**config.mk**
```make
export PLATFORM = sky130hd
export DESIGN_NAME = mis_top
export DESIGN_NICKNAME = d
export VERILOG_FILES = /design/src/rtl/mis_pkg.sv /design/src/rtl/mis_top.sv
export VERILOG_INCLUDE_DIRS = /design/src /design/src/rtl
export SDC_FILE = /design/constraint.sdc
export NUM_CORES = 1
export LEC_CHECK = 0
export ABC_AREA = 1
export BUFFER_PORTS_ARGS = -buffer_cell sky130_fd_sc_hd__buf_2
export CAP_MARGIN = 40
export CORE_ASPECT_RATIO = 0.7
export CORE_MARGIN = 5
export CORE_UTILIZATION = 30
export CTS_BUF_LIST = sky130_fd_sc_hd__clkbuf_16
export DETAILED_ROUTE_END_ITERATION = 8
export PLACE_DENSITY_LB_ADDON = 0.3
export SLEW_MARGIN = 25
export SYNTH_ARGS = -nofsm -noshare
export SYNTH_HDL_FRONTEND = slang
export SYNTH_SLANG_ARGS = --single-unit
```
**constraint.sdc**
```tcl
create_clock -name mclk_in -period 3 [get_ports mclk_in]
set_input_delay 0.75 -clock mclk_in [delete_from_list [all_inputs] [get_ports mclk_in]]
set_output_delay 0.75 -clock mclk_in [all_outputs]
set_load 0.01 [all_outputs]
```
**src/rtl/mis_regs.svh**
```systemverilog
// register offsets, field positions and reset values of the masked status block
//
// Overview of operation
// - main masked register at 0xE258 is enable AND raw status, bit by bit.
// - main masked register is read-only; bus writes change nothing.
// - main bits 30..25: wan tx, rx, tx buf, rx buf, tx stop, rx stop.
// - main bit 24 set only while bus error response enabled and pending.
// - main bit 19 wan wake-up, bit 18 lan wake-up, enabled and pending.
// - main bits 17..12: lan tx, rx, tx buf, rx buf, tx stop, rx stop.
// - main bit 10 usb device, 9 ohci host, 8 ehci host, when enabled.
// - main bit 7 sd host, 6 security engine, 4 dram controller.
// - periph register at 0xE25C: uart4 line err 25, rx trig 24, tx empty 23.
// - periph bits 22, 21, 20: uart3 line err, rx trigger, tx empty.
// - periph bits 19, 18, 17: uart2 line err, rx trigger, tx empty.
// - periph bit 16 reports the uart modem interrupt when enabled and set.
// - periph bits 15, 14, 13: uart1 line err, rx trigger, tx empty.
// - uart line error is OR of overrun, parity, framing and break.
// - periph bit 12 management serial, bit 11 spi, when enabled and set.
// - periph bit 10 audio tx, 9 audio rx, 8 two-wire, enable AND status.
// - periph bit 7 timer one, bit 6 timer zero, when enabled and pending.
// - periph bits 5..2 report external lines 3..0 when enabled and pending.
// - periph bit 1 comm channel tx, bit 0 comm channel rx.
`ifndef MIS_REGS_SVH
`define MIS_REGS_SVH

`define MIS_OFS_MAIN        16'hE258
`define MIS_OFS_PERIPH      16'hE25C
`define MIS_RESET_VAL       32'h0000_0000
`define MIS_MAIN_VALID      32'h7F0F_F7D0
`define MIS_PERIPH_VALID    32'h03FF_FFFF

// main register fields
`define MIS_WAN_MAC_HI      30
`define MIS_WAN_MAC_LO      25
`define MIS_BUS_ERR_BIT     24
`define MIS_WAKE_HI         19
`define MIS_WAKE_LO         18
`define MIS_LAN_MAC_HI      17
`define MIS_LAN_MAC_LO      12
`define MIS_USB_HI          10
`define MIS_USB_LO          8
`define MIS_SD_BIT          7
`define MIS_SEC_BIT         6
`define MIS_DRAM_BIT        4

// periph register fields
`define MIS_UART4_HI        25
`define MIS_UART4_LO        23
`define MIS_UART3_HI        22
`define MIS_UART3_LO        20
`define MIS_UART2_HI        19
`define MIS_UART2_LO        17
`define MIS_MODEM_BIT       16
`define MIS_UART1_HI        15
`define MIS_UART1_LO        13
`define MIS_SER_HI          12
`define MIS_SER_LO          11
`define MIS_AUDIO_HI        10
`define MIS_AUDIO_LO        8
`define MIS_TIMER_HI        7
`define MIS_TIMER_LO        6
`define MIS_EXT_HI          5
`define MIS_EXT_LO          2
`define MIS_COMM_HI         1
`define MIS_COMM_LO         0

// line error bit of each uart, uart1 first
`define MIS_UART1_ERR_BIT   15
`define MIS_UART2_ERR_BIT   19
`define MIS_UART3_ERR_BIT   22
`define MIS_UART4_ERR_BIT   25
`define MIS_NUM_UARTS       4
`define MIS_LINE_CONDS      4

`endif

```
**src/rtl/mis_pkg.sv**
```systemverilog
// types shared by the masked interrupt status block
package mis_pkg;

  typedef logic [31:0] mis_word_t;

  // whole state of the top module except the two reset sync flops
  typedef struct packed {
    logic      ack;
    mis_word_t rdata;
    mis_word_t main_mask;
    mis_word_t periph_mask;
  } mis_state_t;

endpackage

```
**src/rtl/mis_top.sv**
```systemverilog
// masked interrupt status registers with an avalon-mm slave port
//
// Register access over Avalon-MM was left to the implementer.
`timescale 1ns/1ps
`include "mis_regs.svh"

module mis_top
  import mis_pkg::*;
#(
  parameter int ADDR_W = 16
) (
  input  wire logic              mclk_in,
  input  wire logic              rst_b_in,
  // avalon-mm slave
  input  wire logic [ADDR_W-1:0] avs_address_in,
  input  wire logic              avs_read_in,
  input  wire logic              avs_write_in,
  input  wire logic [31:0]       avs_writedata_in,
  input  wire logic [3:0]        avs_byteenable_in,
  output logic      [31:0]       avs_readdata_out,
  output logic                   avs_waitrequest_out,
  // enable and raw status from the neighbouring registers
  input  wire logic [31:0]       irq_en_main_in,
  input  wire logic [31:0]       irq_raw_main_in,
  input  wire logic [31:0]       irq_en_periph_in,
  input  wire logic [31:0]       irq_raw_periph_in,
  // per uart: {break, framing, parity, overrun}, uart1 in [3:0]
  input  wire logic [15:0]       uart_line_cond_in,
  // masked words for the priority logic
  output logic      [31:0]       masked_main_out,
  output logic      [31:0]       masked_periph_out
);

  localparam logic [ADDR_W-1:0] OFS_MAIN   = ADDR_W'(`MIS_OFS_MAIN);
  localparam logic [ADDR_W-1:0] OFS_PERIPH = ADDR_W'(`MIS_OFS_PERIPH);
  localparam int ERR_BIT [`MIS_NUM_UARTS] = '{
    `MIS_UART1_ERR_BIT, `MIS_UART2_ERR_BIT,
    `MIS_UART3_ERR_BIT, `MIS_UART4_ERR_BIT
  };

  logic [1:0]                rst_sync_r;
  logic                      rst_b;
  logic [`MIS_NUM_UARTS-1:0] line_err;
  mis_word_t                 raw_periph;
  mis_word_t                 en_m;
  mis_word_t                 en_p;
  mis_state_t                st_r;
  mis_state_t                st_nxt;
  logic                      req;

  // reset release through two flops; assertion stays asynchronous
  always_ff @(posedge mclk_in or negedge rst_b_in) begin
    if (!rst_b_in) begin
      rst_sync_r <= 2'b00;
    end else begin
      rst_sync_r <= {rst_sync_r[0], 1'b1};
    end
  end
  assign rst_b = rst_sync_r[1];

  // line error per uart, overriding the raw bit at its position
  genvar g;
  generate
    for (g = 0; g < `MIS_NUM_UARTS; g++) begin : g_uart
      assign line_err[g] =
        |uart_line_cond_in[g*`MIS_LINE_CONDS +: `MIS_LINE_CONDS];
    end
  endgenerate

  // raw periph word with the computed line error bits merged in
  always_comb begin
    raw_periph = irq_raw_periph_in;
    for (int i = 0; i < `MIS_NUM_UARTS; i++) begin
      raw_periph[ERR_BIT[i]] = line_err[i];
    end
  end

  // reserved positions never pass, whatever the enables hold
  assign en_m = irq_en_main_in & `MIS_MAIN_VALID;
  assign en_p = irq_en_periph_in & `MIS_PERIPH_VALID;

  assign req = avs_read_in | avs_write_in;

  // next state: masked words follow every cycle, bus answers once per request
  always_comb begin
    st_nxt = st_r;
    st_nxt.main_mask = `MIS_RESET_VAL;
    st_nxt.periph_mask = `MIS_RESET_VAL;

    // main word, field by field
    st_nxt.main_mask[`MIS_WAN_MAC_HI:`MIS_WAN_MAC_LO] =
      en_m[`MIS_WAN_MAC_HI:`MIS_WAN_MAC_LO] &
      irq_raw_main_in[`MIS_WAN_MAC_HI:`MIS_WAN_MAC_LO];
    st_nxt.main_mask[`MIS_BUS_ERR_BIT] =
      en_m[`MIS_BUS_ERR_BIT] & irq_raw_main_in[`MIS_BUS_ERR_BIT];
    st_nxt.main_mask[`MIS_WAKE_HI:`MIS_WAKE_LO] =
      en_m[`MIS_WAKE_HI:`MIS_WAKE_LO] &
      irq_raw_main_in[`MIS_WAKE_HI:`MIS_WAKE_LO];
    st_nxt.main_mask[`MIS_LAN_MAC_HI:`MIS_LAN_MAC_LO] =
      en_m[`MIS_LAN_MAC_HI:`MIS_LAN_MAC_LO] &
      irq_raw_main_in[`MIS_LAN_MAC_HI:`MIS_LAN_MAC_LO];
    st_nxt.main_mask[`MIS_USB_HI:`MIS_USB_LO] =
      en_m[`MIS_USB_HI:`MIS_USB_LO] &
      irq_raw_main_in[`MIS_USB_HI:`MIS_USB_LO];
    st_nxt.main_mask[`MIS_SD_BIT] =
      en_m[`MIS_SD_BIT] & irq_raw_main_in[`MIS_SD_BIT];
    st_nxt.main_mask[`MIS_SEC_BIT] =
      en_m[`MIS_SEC_BIT] & irq_raw_main_in[`MIS_SEC_BIT];
    st_nxt.main_mask[`MIS_DRAM_BIT] =
      en_m[`MIS_DRAM_BIT] & irq_raw_main_in[`MIS_DRAM_BIT];
    st_nxt.main_mask = st_nxt.main_mask & `MIS_MAIN_VALID;

    // periph word, field by field
    st_nxt.periph_mask[`MIS_UART4_HI:`MIS_UART4_LO] =
      en_p[`MIS_UART4_HI:`MIS_UART4_LO] &
      raw_periph[`MIS_UART4_HI:`MIS_UART4_LO];
    st_nxt.periph_mask[`MIS_UART3_HI:`MIS_UART3_LO] =
      en_p[`MIS_UART3_HI:`MIS_UART3_LO] &
      raw_periph[`MIS_UART3_HI:`MIS_UART3_LO];
    st_nxt.periph_mask[`MIS_UART2_HI:`MIS_UART2_LO] =
      en_p[`MIS_UART2_HI:`MIS_UART2_LO] &
      raw_periph[`MIS_UART2_HI:`MIS_UART2_LO];
    st_nxt.periph_mask[`MIS_MODEM_BIT] =
      en_p[`MIS_MODEM_BIT] & raw_periph[`MIS_MODEM_BIT];
    st_nxt.periph_mask[`MIS_UART1_HI:`MIS_UART1_LO] =
      en_p[`MIS_UART1_HI:`MIS_UART1_LO] &
      raw_periph[`MIS_UART1_HI:`MIS_UART1_LO];
    st_nxt.periph_mask[`MIS_SER_HI:`MIS_SER_LO] =
      en_p[`MIS_SER_HI:`MIS_SER_LO] &
      raw_periph[`MIS_SER_HI:`MIS_SER_LO];
    st_nxt.periph_mask[`MIS_AUDIO_HI:`MIS_AUDIO_LO] =
      en_p[`MIS_AUDIO_HI:`MIS_AUDIO_LO] &
      raw_periph[`MIS_AUDIO_HI:`MIS_AUDIO_LO];
    st_nxt.periph_mask[`MIS_TIMER_HI:`MIS_TIMER_LO] =
      en_p[`MIS_TIMER_HI:`MIS_TIMER_LO] &
      raw_periph[`MIS_TIMER_HI:`MIS_TIMER_LO];
    st_nxt.periph_mask[`MIS_EXT_HI:`MIS_EXT_LO] =
      en_p[`MIS_EXT_HI:`MIS_EXT_LO] &
      raw_periph[`MIS_EXT_HI:`MIS_EXT_LO];
    st_nxt.periph_mask[`MIS_COMM_HI:`MIS_COMM_LO] =
      en_p[`MIS_COMM_HI:`MIS_COMM_LO] &
      raw_periph[`MIS_COMM_HI:`MIS_COMM_LO];

    // bus: one wait cycle, then a one-cycle acknowledge.
    // read data comes from the registered words, so a read sees the
    // value as of the edge that opened the answer, not a later one.
    st_nxt.ack = req & ~st_r.ack;
    if (req && !st_r.ack) begin
      if (avs_read_in && avs_address_in == OFS_MAIN) begin
        st_nxt.rdata = st_r.main_mask;
      end else if (avs_read_in && avs_address_in == OFS_PERIPH) begin
        st_nxt.rdata = st_r.periph_mask;
      end else begin
        // unmapped reads and writes give zero
        st_nxt.rdata = `MIS_RESET_VAL;
      end
    end
    // writes are acknowledged and dropped: nothing here is writable
  end

  // single state register
  always_ff @(posedge mclk_in or negedge rst_b) begin
    if (!rst_b) begin
      st_r <= '0;
    end else begin
      st_r <= st_nxt;
    end
  end

  assign avs_waitrequest_out = req & ~st_r.ack;
  assign avs_readdata_out    = st_r.rdata;
  assign masked_main_out     = st_r.main_mask;
  assign masked_periph_out   = st_r.periph_mask;

endmodule

```
==> results of run 1 <==
==> cell usage after synthesis <==
cell	n	area share, %
nor2_2	2	0.31
inv_1	49	4.5
nand2_1	142	13
conb_1	2	0.18
dfrtp_1	81	50
nand4_1	33	5.1
nor3_1	2	0.25
buf_4	102	19
inv_2	1	0.092
o41a_1	4	1.1
buf_6	7	1.9
nor2_1	3	0.28
clkbuf_1	1	0.092
nand2_2	3	0.46
clkbuf_8	1	0.34
o21ai_0	10	1.2
nand3_1	7	0.86
nor2_4	5	1.4
==> through the flow <==
| stage | power [mW] | cell area, µm² | util, % | hold slack (ns) |
|---|---|---|---|---|
| finish | 2.56 | 4900 | 37.0 | 0.197 |
| global route | 2.69 | 4900 | 37.0 | 0.183 |
| CTS | 2.62 | 4900 | 37.0 | 0.181 |
| detailed placement | 1.44 | 4590 | 34.7 | 0.292 |
| global placement | 1.43 | 4560 | 34.5 | 0.338 |
| floorplan | 1.35 | 4130 | - | 0.331 |
==> sequential cells by signal, indices dropped and copies added (netlist names) <==
| name | count |
|---|---|
| rst_sync_r | 2 |
| avs_readdata_out | 31 |
| masked_main_out | 21 |
| masked_periph_out | 26 |
| st_r | 1 |
==> final cells by class <==
type,instances,area share (%)
clock buffer,9,4.60
clock inverter,7,1.79
inverter,50,3.83
multi-input combinational,230,21.4
sequential,81,41.5
tap,185,4.73
timing repair buffer,210,22.2
==> per-layer routing <==
metal	wire, µm	GRT usage (%)	part of all wire [%]	vias up
met5	0	0	0	-
met2	4920	21.5	49	135
li1	-	-	-	1554
met3	1030	5.13	10	6
met1	4090	15.1	40	1447
met4	85	2.81	0.84	0
==> where the power goes <==
part | internal, mW | total (mW) | switching (mW) | leakage (nW)
clock network | 0.721 | 1.15 | 0.424 | 0.156
logic | 0.111 | 0.258 | 0.146 | 1.82
registers | 1.13 | 1.16 | 0.0277 | 1.07
total | 1.96 | 2.56 | 0.598 | 3.05
==> critical path, delay by kind of cell <==
kind | cells | cell delay, ns
buffers and inverters | 1 | 0.10
AND/OR/NAND/NOR | 4 | 1.14
AO/OA/AOI/OAI | 1 | 0.28
==> worst min-delay path by stage <==
| stage | startpoint | end | slack (ns) |
|---|---|---|---|
| 3_3_place_gp | rst_sync_r[0]$_DFF_PN0_ | rst_sync_r[1]$_DFF_PN0_ | 0.34 |
| 5_1_grt | rst_b_in | rst_sync_r[1]$_DFF_PN0_ | 0.18 |
| 6_report | rst_b_in | rst_sync_r[1]$_DFF_PN0_ | 0.20 |
| 4_1_cts | rst_b_in | rst_sync_r[1]$_DFF_PN0_ | 0.18 |
| 2_1_floorplan | rst_sync_r[0]$_DFF_PN0_ | rst_sync_r[1]$_DFF_PN0_ | 0.33 |
| 3_5_place_dp | rst_sync_r[1]$_DFF_PN0_ | masked_periph_out[20]$_DFF_PN0_ | 0.29 |
==> logic make-up (layout without fill, tap and decap cells) <==
group | count (synthesis) | count (layout) | share of synthesized area, %
flip-flops | 81 | 81 | 49.9
buffers and inverters | 161 | 276 | 25.8
other | 2 | 19 | 0.185
AND/OR/NAND/NOR | 197 | 197 | 21.7
AO/OA/AOI/OAI | 14 | 14 | 2.34
==> out/qor.txt, run 1 <==
Status - finished, final reports clean
Seq. cell area - 0.00203 mm²
Largest net degree at the start of global routing - 48
Commonest non-fill, non-tap cell in the layout - buf_2
Sequential fraction of the synthesis area - 49.9%
P&R area growth vs syn - 20.6%
Die Ht - 107 µm
R2R setup slack - 1.37 ns
GR Util All Layers - 12.6%
Post-Syn Area - 0.00406 mm²
Final wirelength - 10.1 mm
Post-synth cell types - 18
Crit. Startpoint - avs_address_in[11]
Syn_area_per_cell - 8.93 µm²
Final Max Tran Viols - 0
DR DRC count - 0
Ys Warns - 0
Worst hold path type - input port to asynchronous set/reset pin
CTS tree - yes
Worst Reg2Reg Path Length in Cells - 6
Clock Pin Slew Worst Setup and Hold Paths - 0.06 ns
Total power per unit cell area - 523 mW/mm²
CP peak stage delay - 0.56 ns
Final clock skew - 0.00604 ns
Slowest cell on crit path - nor2_4
ANT nets after route - 0
Global-route wire length before repair - 16.0 mm
Ports - 297
Critical Path, Cell by Cell - buf_2 -> nor2_1 -> nand3_1 -> nor2_4 -> nand2_1 -> o21ai_0
CTS Buf Count - 9
Via count - 3,142
Peak VDD IR - 0.000244 V
Clock Path Buffers - 2
Dpl cells - 756
R2R Path Start - st_r[96]$_DFF_PN0_
Hold Violations, Final - 0
Post-DR wirelength/cell - 13.1 µm
R2R Path End - avs_readdata_out[3]$_DFFE_PN0P_
Post_cts resized - 0
Slew HR - 53.0%
Post-DR vias/cell - 4.07
Post-CTS setup buffers - 0
Post-layout nets - 782
# clock sinks - 81
Post-CTS Hold Fix Bufs - 0
Synthesis-stage register bit count - 81
Worst setup path category - input port to flop
Filler cells - 1,404
Max Clock Freq - 490 MHz
Number of port buffers - 204
Crit path capture - avs_readdata_out[3]$_DFFE_PN0P_
Die Footprint - 0.0160 mm²
Syn Inst Count - 455
Final setup fails - 0
Inserted Diodes - 0
Startpoint Class - input port
Critical path endpoint category - flop
Root Buffer Master - clkbuf_16
RSZ-0062 raised after global routing - no
Final WS setup - 0.959 ns
Starting DRT DRC Count - 51
Clock H-tree levels - 3
Drt pass-1 iters - 4
Total Neg Setup Slack - 0 ns
Pre-CTS WS - 0.598 ns
Leakage Power - 3.05 nW
WP data required - 3.23 ns
Starting Density - 30.7%
Maxcap violations - 0
Placeable Area - 0.0132 mm²
Row cnt - 35
Vias in the first global route - 3,205
Area of the multi-input gates - 0.00105 mm²
Detailed placement HPWL - 8.35 mm
Worst-path fanout max - 34
Final worst path period share - 68.0%
CP arrival - 2.28 ns
Share of cells above drive strength 1 - 40.0%
Most frequent cells in the layout - 204 x buf_2, 142 x nand2_1, 80 x dfrtp_1
Fin crit period - 2.04 ns
GR Overflow Total - 0
Skew-Pair Late Insertion Delay - 0.33 ns
Finished Layout Cells - 772
Slew @ Worst Pin - 0.703 ns
Initial antenna violation count - 0
Die X - 149 µm
Gpl congestion - 0.732
No activity file was read; power rests on OpenSTA's default activity.
==> run 2: changes to the inputs <==
==> constraint.sdc (replaced) <==
create_clock -name mclk_in -period 2.1 [get_ports mclk_in]
set_input_delay 0.525 -clock mclk_in [delete_from_list [all_inputs] [get_ports mclk_in]]
set_output_delay 0.525 -clock mclk_in [all_outputs]
set_load 0.01 [all_outputs]
==> run 2 against run 1 <==
Sequential power rose by 43%. Clock skew is 0.0022 ns lower. Critical endpoint is now avs_waitrequest_out. Core utilization rose by 0.12 points. Sequential share of layout area down 0.14 points. First-iteration DRC count grew 100%. Highest routed layer unchanged. Largest power group unchanged. Critical path type is now flop to output pin. Worst hold slack improved by 0.12 ns. Combinational power is 41% higher.
==> out/qor.txt, run 2 (synthesis gave the netlist of run 1 again) <==
Final setup fails - 0 (unchanged)
Die Footprint - 0.0160 mm² (unchanged)
Die Ht - 107 µm (unchanged)
Via count - 3,180 (+1.2%)
Crit. Startpoint - st_r[96]$_DFF_PN0_
Post-DR wirelength/cell - 13.2 µm (+0.99%)
Final wirelength - 10.3 mm (+1.4%)
Clock Pin Slew Worst Setup and Hold Paths - 0.06 ns (about the same)
Inserted Diodes - 0 (unchanged)
Global-route wire length before repair - 16.1 mm (+0.65%)
Peak VDD IR - 0.000372 V (+53%)
Post-DR vias/cell - 4.10 (+0.82%)
CP peak stage delay - 0.40 ns (-0.16 ns)
CTS tree - yes
# clock sinks - 81 (unchanged)
R2R Path End - avs_readdata_out[5]$_DFFE_PN0P_
Initial antenna violation count - 0 (unchanged)
Final Max Tran Viols - 0 (unchanged)
Starting DRT DRC Count - 103 (+100%)
Total Neg Setup Slack - 0 ns (unchanged)
Row cnt - 35 (unchanged)
Clock Path Buffers - 2 (unchanged)
Slew HR - 63.7% (+11 points)
CP arrival - 1.22 ns (-1.06 ns)
Status - finished, final reports clean
WP data required - 1.57 ns (-1.66 ns)
Comb power frac - 10.0% (about the same)
Slew @ Worst Pin - 0.545 ns (-0.158 ns)
Max Clock Freq - 574 MHz
Crit path max-delay family - flip-flops
Root Buffer Master - clkbuf_16
Internal Power - 2.80 mW (+43%)
Max reg flops - 31 (unchanged)
R2R Path Start - st_r[96]$_DFF_PN0_
Worst Reg2Reg Path Length in Cells - 5 (-1)
Post-CTS Hold Fix Bufs - 1 (+1)
Total power per unit cell area - 741 mW/mm² (+42%)
RSZ-0062 raised after global routing - no
Gpl congestion - 0.728 (-0.64%)
Critical path endpoint category - output pin
Critical Path, Cell by Cell - nor2_4 -> buf_2
GR Util All Layers - 12.8% (+0.16 points)
CTS Buf Count - 9 (unchanged)
Fin crit period - 1.74 ns
Total Power - 3.64 mW (+42%)
Sw power - 0.845 mW (+41%)
GR Overflow Total - 0 (unchanged)
Share of cells above drive strength 1 - 40.2% (+0.14 points)
Skew-Pair Late Insertion Delay - 0.33 ns (about the same)
Hold Violations, Final - 0 (unchanged)
Vias in the first global route - 3,276 (+2.2%)
P&R area growth vs syn - 21.0%
Post-CTS setup buffers - 0 (unchanged)
Die X - 149 µm (unchanged)
Worst setup path category - flop to output pin
Power share of the sequential group - 45.4% (+0.2 points)
Startpoint Class - flop
Clk pwr share - 44.6% (-0.2 points)
Largest net degree at the start of global routing - 42 (-13%)
Ports - 297 (unchanged)
Slowest cell on crit path - dfrtp_1
Placeable Area - 0.0132 mm² (unchanged)
R2R setup slack - 0.81 ns (-0.56 ns)
Worst-path fanout max - 12 (-65%)
Post-layout nets - 785 (+0.38%)
Maxcap violations - 0 (unchanged)
Final worst path period share - 82.9%
Worst hold path type - flop to asynchronous set/reset pin
Commonest non-fill, non-tap cell in the layout - buf_2
Starting Density - 30.7% (unchanged)
Clock H-tree levels - 3 (unchanged)
Sw Share - 23.2% (-0.17 points)
Final clock skew - 0.00386 ns (-0.00218 ns)
Leakage Power - 3.05 nW (about the same)
Number of port buffers - 204 (unchanged)
Drt pass-1 iters - 4 (unchanged)
DR DRC count - 0 (unchanged)
Most frequent cells in the layout - 204 x buf_2, 142 x nand2_1, 80 x dfrtp_1
Detailed placement HPWL - 8.37 mm (+0.17%)
Bufs and invs on worst path - 1 (unchanged)
Post_cts resized - 0 (unchanged)
ANT nets after route - 0 (unchanged)
run 2: cell count changes in the layout (fill, tap and decap cells not counted), sizes merged:
cell,delta
inv,-1
dlygate4sd3,+1
buf,+2
clkinvlp,+1
run 2: final cells by class:
type / count / area, µm²
repair buffers: 213 / 1100
flip-flops and latches: 81 / 2030
clock inverters: 7 / 86.3
well taps: 185 / 231
inverters: 50 / 188
clock buffers: 9 / 225
multi-input cells: 230 / 1050
fillers: 1428 / 8310
run 2: worst register-to-register path, delay by kind of cell (launching register included):
family	cells	cell delay [ns]
AO/OA/AOI/OAI	1	0.08
flip-flops	1	0.40
buffers and inverters	2	0.31
AND/OR/NAND/NOR	2	0.37
run 2: power groups by stage:
stage / clock network, mW / logic (mW) / registers, mW
2_1_floorplan: 0 / 0.252 / 1.68
4_1_cts: 1.69 / 0.374 / 1.66
6_report: 1.62 / 0.364 / 1.66
5_1_grt: 1.75 / 0.412 / 1.66
3_3_place_gp: 0 / 0.364 / 1.69
3_5_place_dp: 0 / 0.371 / 1.69
run 2: worst max-delay path by stage:
| stage | endpoint | cells past startpoint |
|---|---|---|
| finish | avs_waitrequest_out | 2 |
| global route | avs_waitrequest_out | 2 |
| CTS | avs_waitrequest_out | 2 |
| detailed placement | avs_readdata_out[19]$_DFFE_PN0P_ | 8 |
| global placement | avs_readdata_out[19]$_DFFE_PN0P_ | 8 |
| floorplan | avs_waitrequest_out | 4 |
run 2: routing by layer:
| metal | global-route usage [%] | share of wire (%) | up-vias |
|---|---|---|---|
| li1 | - | - | 1561 |
| met1 | 14.4 | 38 | 1441 |
| met2 | 21.6 | 48 | 162 |
| met3 | 5.60 | 11 | 16 |
| met4 | 4.90 | 2.3 | 0 |
| met5 | 0 | 0 | - |
run 2: metrics by stage:
step	cells	setup slack, ns	hold slack, ns	cell area [µm²]	utilization [%]
after floorplan	472	0.507	0.229	4130	-
after global placement	758	0.247	0.311	4590	34.7
final	775	0.358	0.318	4910	37.2
after CTS	775	0.312	0.351	4910	37.2
after global routing	775	0.264	0.354	4910	37.2
after detailed placement	758	0.219	0.312	4590	34.7
==> run 3: changes to the inputs <==
==> constraint.sdc (replaced) <==
create_clock -name mclk_in -period 1.7 [get_ports mclk_in]
set_input_delay 0.425 -clock mclk_in [delete_from_list [all_inputs] [get_ports mclk_in]]
set_output_delay 0.425 -clock mclk_in [all_outputs]
set_load 0.01 [all_outputs]
==> run 3 against run 2 <==
First-iteration DRC count down 25%. Via count down 3.0%. Routed wire length down 0.22%. Core utilization up 0.095 points. Sequential share of layout area down 0.10 points. Final cell count up 0.39%. Clock power up 6%. Register-to-register slack worse by 0.28 ns. Sequential power up 22%. Critical endpoint unchanged. Largest power group unchanged.
==> out/qor.txt, run 3 (synthesis gave the netlist of run 1 again) <==
Status - finished, final reports clean
Final hold slack - 0.275 ns (-0.0429 ns)
Row cnt - 35 (unchanged)
Post-DR vias/cell - 3.97 (-3.3%)
Number of port buffers - 204 (unchanged)
Total power per unit cell area - 856 mW/mm² (+15%)
Die X - 149 µm (unchanged)
Skew-Pair Late Insertion Delay - 0.33 ns (about the same)
Hold Violations, Final - 0 (unchanged)
Commonest non-fill, non-tap cell in the layout - buf_2
Clock Pin Slew Worst Setup and Hold Paths - 0.06 ns (about the same)
Pre-CTS WS - 0.0137 ns (-0.206 ns)
Post_cts resized - 0 (unchanged)
Maxcap violations - 0 (unchanged)
Die Footprint - 0.0160 mm² (unchanged)
Post-DR wirelength/cell - 13.2 µm (-0.61%)
Final worst path period share - 89.5%
Clock Path Buffers - 2 (unchanged)
Fin crit period - 1.52 ns
Ports - 297 (unchanged)
Initial antenna violation count - 0 (unchanged)
R2R setup slack - 0.53 ns (-0.28 ns)
Drt pass-1 iters - 4 (unchanged)
Root Buffer Master - clkbuf_16
Die Ht - 107 µm (unchanged)
Post-CTS setup buffers - 0 (unchanged)
Startpoint Class - flop
Peak VDD IR - 0.000406 V (+9.2%)
Clock H-tree levels - 3 (unchanged)
Placeable Area - 0.0132 mm² (unchanged)
Most frequent cells in the layout - 204 x buf_2, 142 x nand2_1, 80 x dfrtp_1
Starting DRT DRC Count - 77 (-25%)
Final clock skew - 0.00830 ns (+0.00444 ns)
GR Util All Layers - 12.9% (+0.075 points)
CTS tree - yes
Worst Reg2Reg Path Length in Cells - 5 (unchanged)
Crit. Startpoint - st_r[96]$_DFF_PN0_
Gpl congestion - 0.729 (+0.15%)
# clock sinks - 81 (unchanged)
R2R Path End - avs_readdata_out[21]$_DFFE_PN0P_
Detailed placement HPWL - 8.19 mm (-2.1%)
Final wirelength - 10.2 mm (-0.22%)
P&R area growth vs syn - 21.3%
Worst hold path type - input port to flop
ANT nets after route - 0 (unchanged)
Post-layout nets - 788 (+0.38%)
Vias in the first global route - 3,156 (-3.7%)
Total Neg Setup Slack - 0 ns (unchanged)
Crit path capture - avs_waitrequest_out
Starting Density - 30.7% (unchanged)
Largest net degree at the start of global routing - 80 (+90%)
CTS Buf Count - 9 (unchanged)
Leakage Power - 3.05 nW (about the same)
Final Max Tran Viols - 0 (unchanged)
Inserted Diodes - 0 (unchanged)
GR Overflow Total - 0 (unchanged)
WP data required - 1.27 ns (-0.30 ns)
DR DRC count - 0 (unchanged)
RSZ-0062 raised after global routing - no
Max reg flops - 31 (unchanged)
Max Clock Freq - 658 MHz
R2R Path Start - st_r[96]$_DFF_PN0_
Worst-path fanout max - 5 (-7)
Critical path endpoint category - output pin
Worst setup path category - flop to output pin
Filler cells - 1,426 (-0.14%)
Share of cells above drive strength 1 - 40.5% (+0.30 points)
Via count - 3,086 (-3.0%)
Global-route wire length before repair - 16.1 mm (about the same)
CP arrival - 1.10 ns (-0.12 ns)
Final setup fails - 0 (unchanged)
Final WS setup - 0.179 ns (-0.179 ns)
-- run 3: layer usage --
metal | part of all wire (%) | GRT usage [%] | wire, µm
met3 | 10 | 5.51 | 1080
met1 | 40 | 14.9 | 4130
met5 | 0 | 0 | 0
met4 | 0.95 | 4.11 | 97
met2 | 48 | 21.6 | 4940
-- run 3: report_power, final --
part           leakage (nW)  switching [mW]  internal, mW
combinational          1.86           0.271         0.202
sequential             1.07          0.0345          1.99
clock                 0.124           0.746         0.970
total                  3.05            1.05          3.16
-- run 3: timing repair --
item | CTS | global route
hold buffers | 1 | 0
endpoints found under the hold margin | 2 | 0
endpoints found under the setup margin | 0 | 0
-- run 3: how the worst min path moves through the flow --
stage / start / endpoint / slack, ns / depth (start not counted)
detailed placement: rst_b_in / rst_sync_r[0]$_DFF_PN0_ / 0.21 / 1
global route: irq_raw_main_in[15] / masked_main_out[15]$_DFF_PN0_ / 0.26 / 3
floorplan: rst_b_in / rst_sync_r[0]$_DFF_PN0_ / 0.13 / 0
CTS: irq_raw_periph_in[13] / masked_periph_out[13]$_DFF_PN0_ / 0.25 / 3
finish: irq_raw_main_in[18] / masked_main_out[18]$_DFF_PN0_ / 0.27 / 3
global placement: rst_b_in / rst_sync_r[0]$_DFF_PN0_ / 0.21 / 1
-- run 3: final cells by class --
type	instances	area [µm²]	area share, %
multi-input combinational	230	1050	21.3
timing repair buffer	216	1160	23.6
clock inverter	7	38.8	0.787
tap	185	231	4.70
sequential	81	2030	41.2
clock buffer	9	225	4.57
inverter	50	188	3.81
-- run 3: critical path, cell delays in order, from the launching register on --
cell and delay [ns]:
dfrtp_1 0.39, nor2_4 0.21, buf_2 0.17
-- run 3: through the flow --
stage	power [mW]	instance area, µm²	util, %	instances
6_report	4.22	4930	37.3	778
5_1_grt	4.44	4930	37.3	778
4_1_cts	4.33	4930	37.3	778
3_5_place_dp	2.55	4650	35.2	761
3_3_place_gp	2.54	4650	35.2	761
2_1_floorplan	2.39	4130	-	472
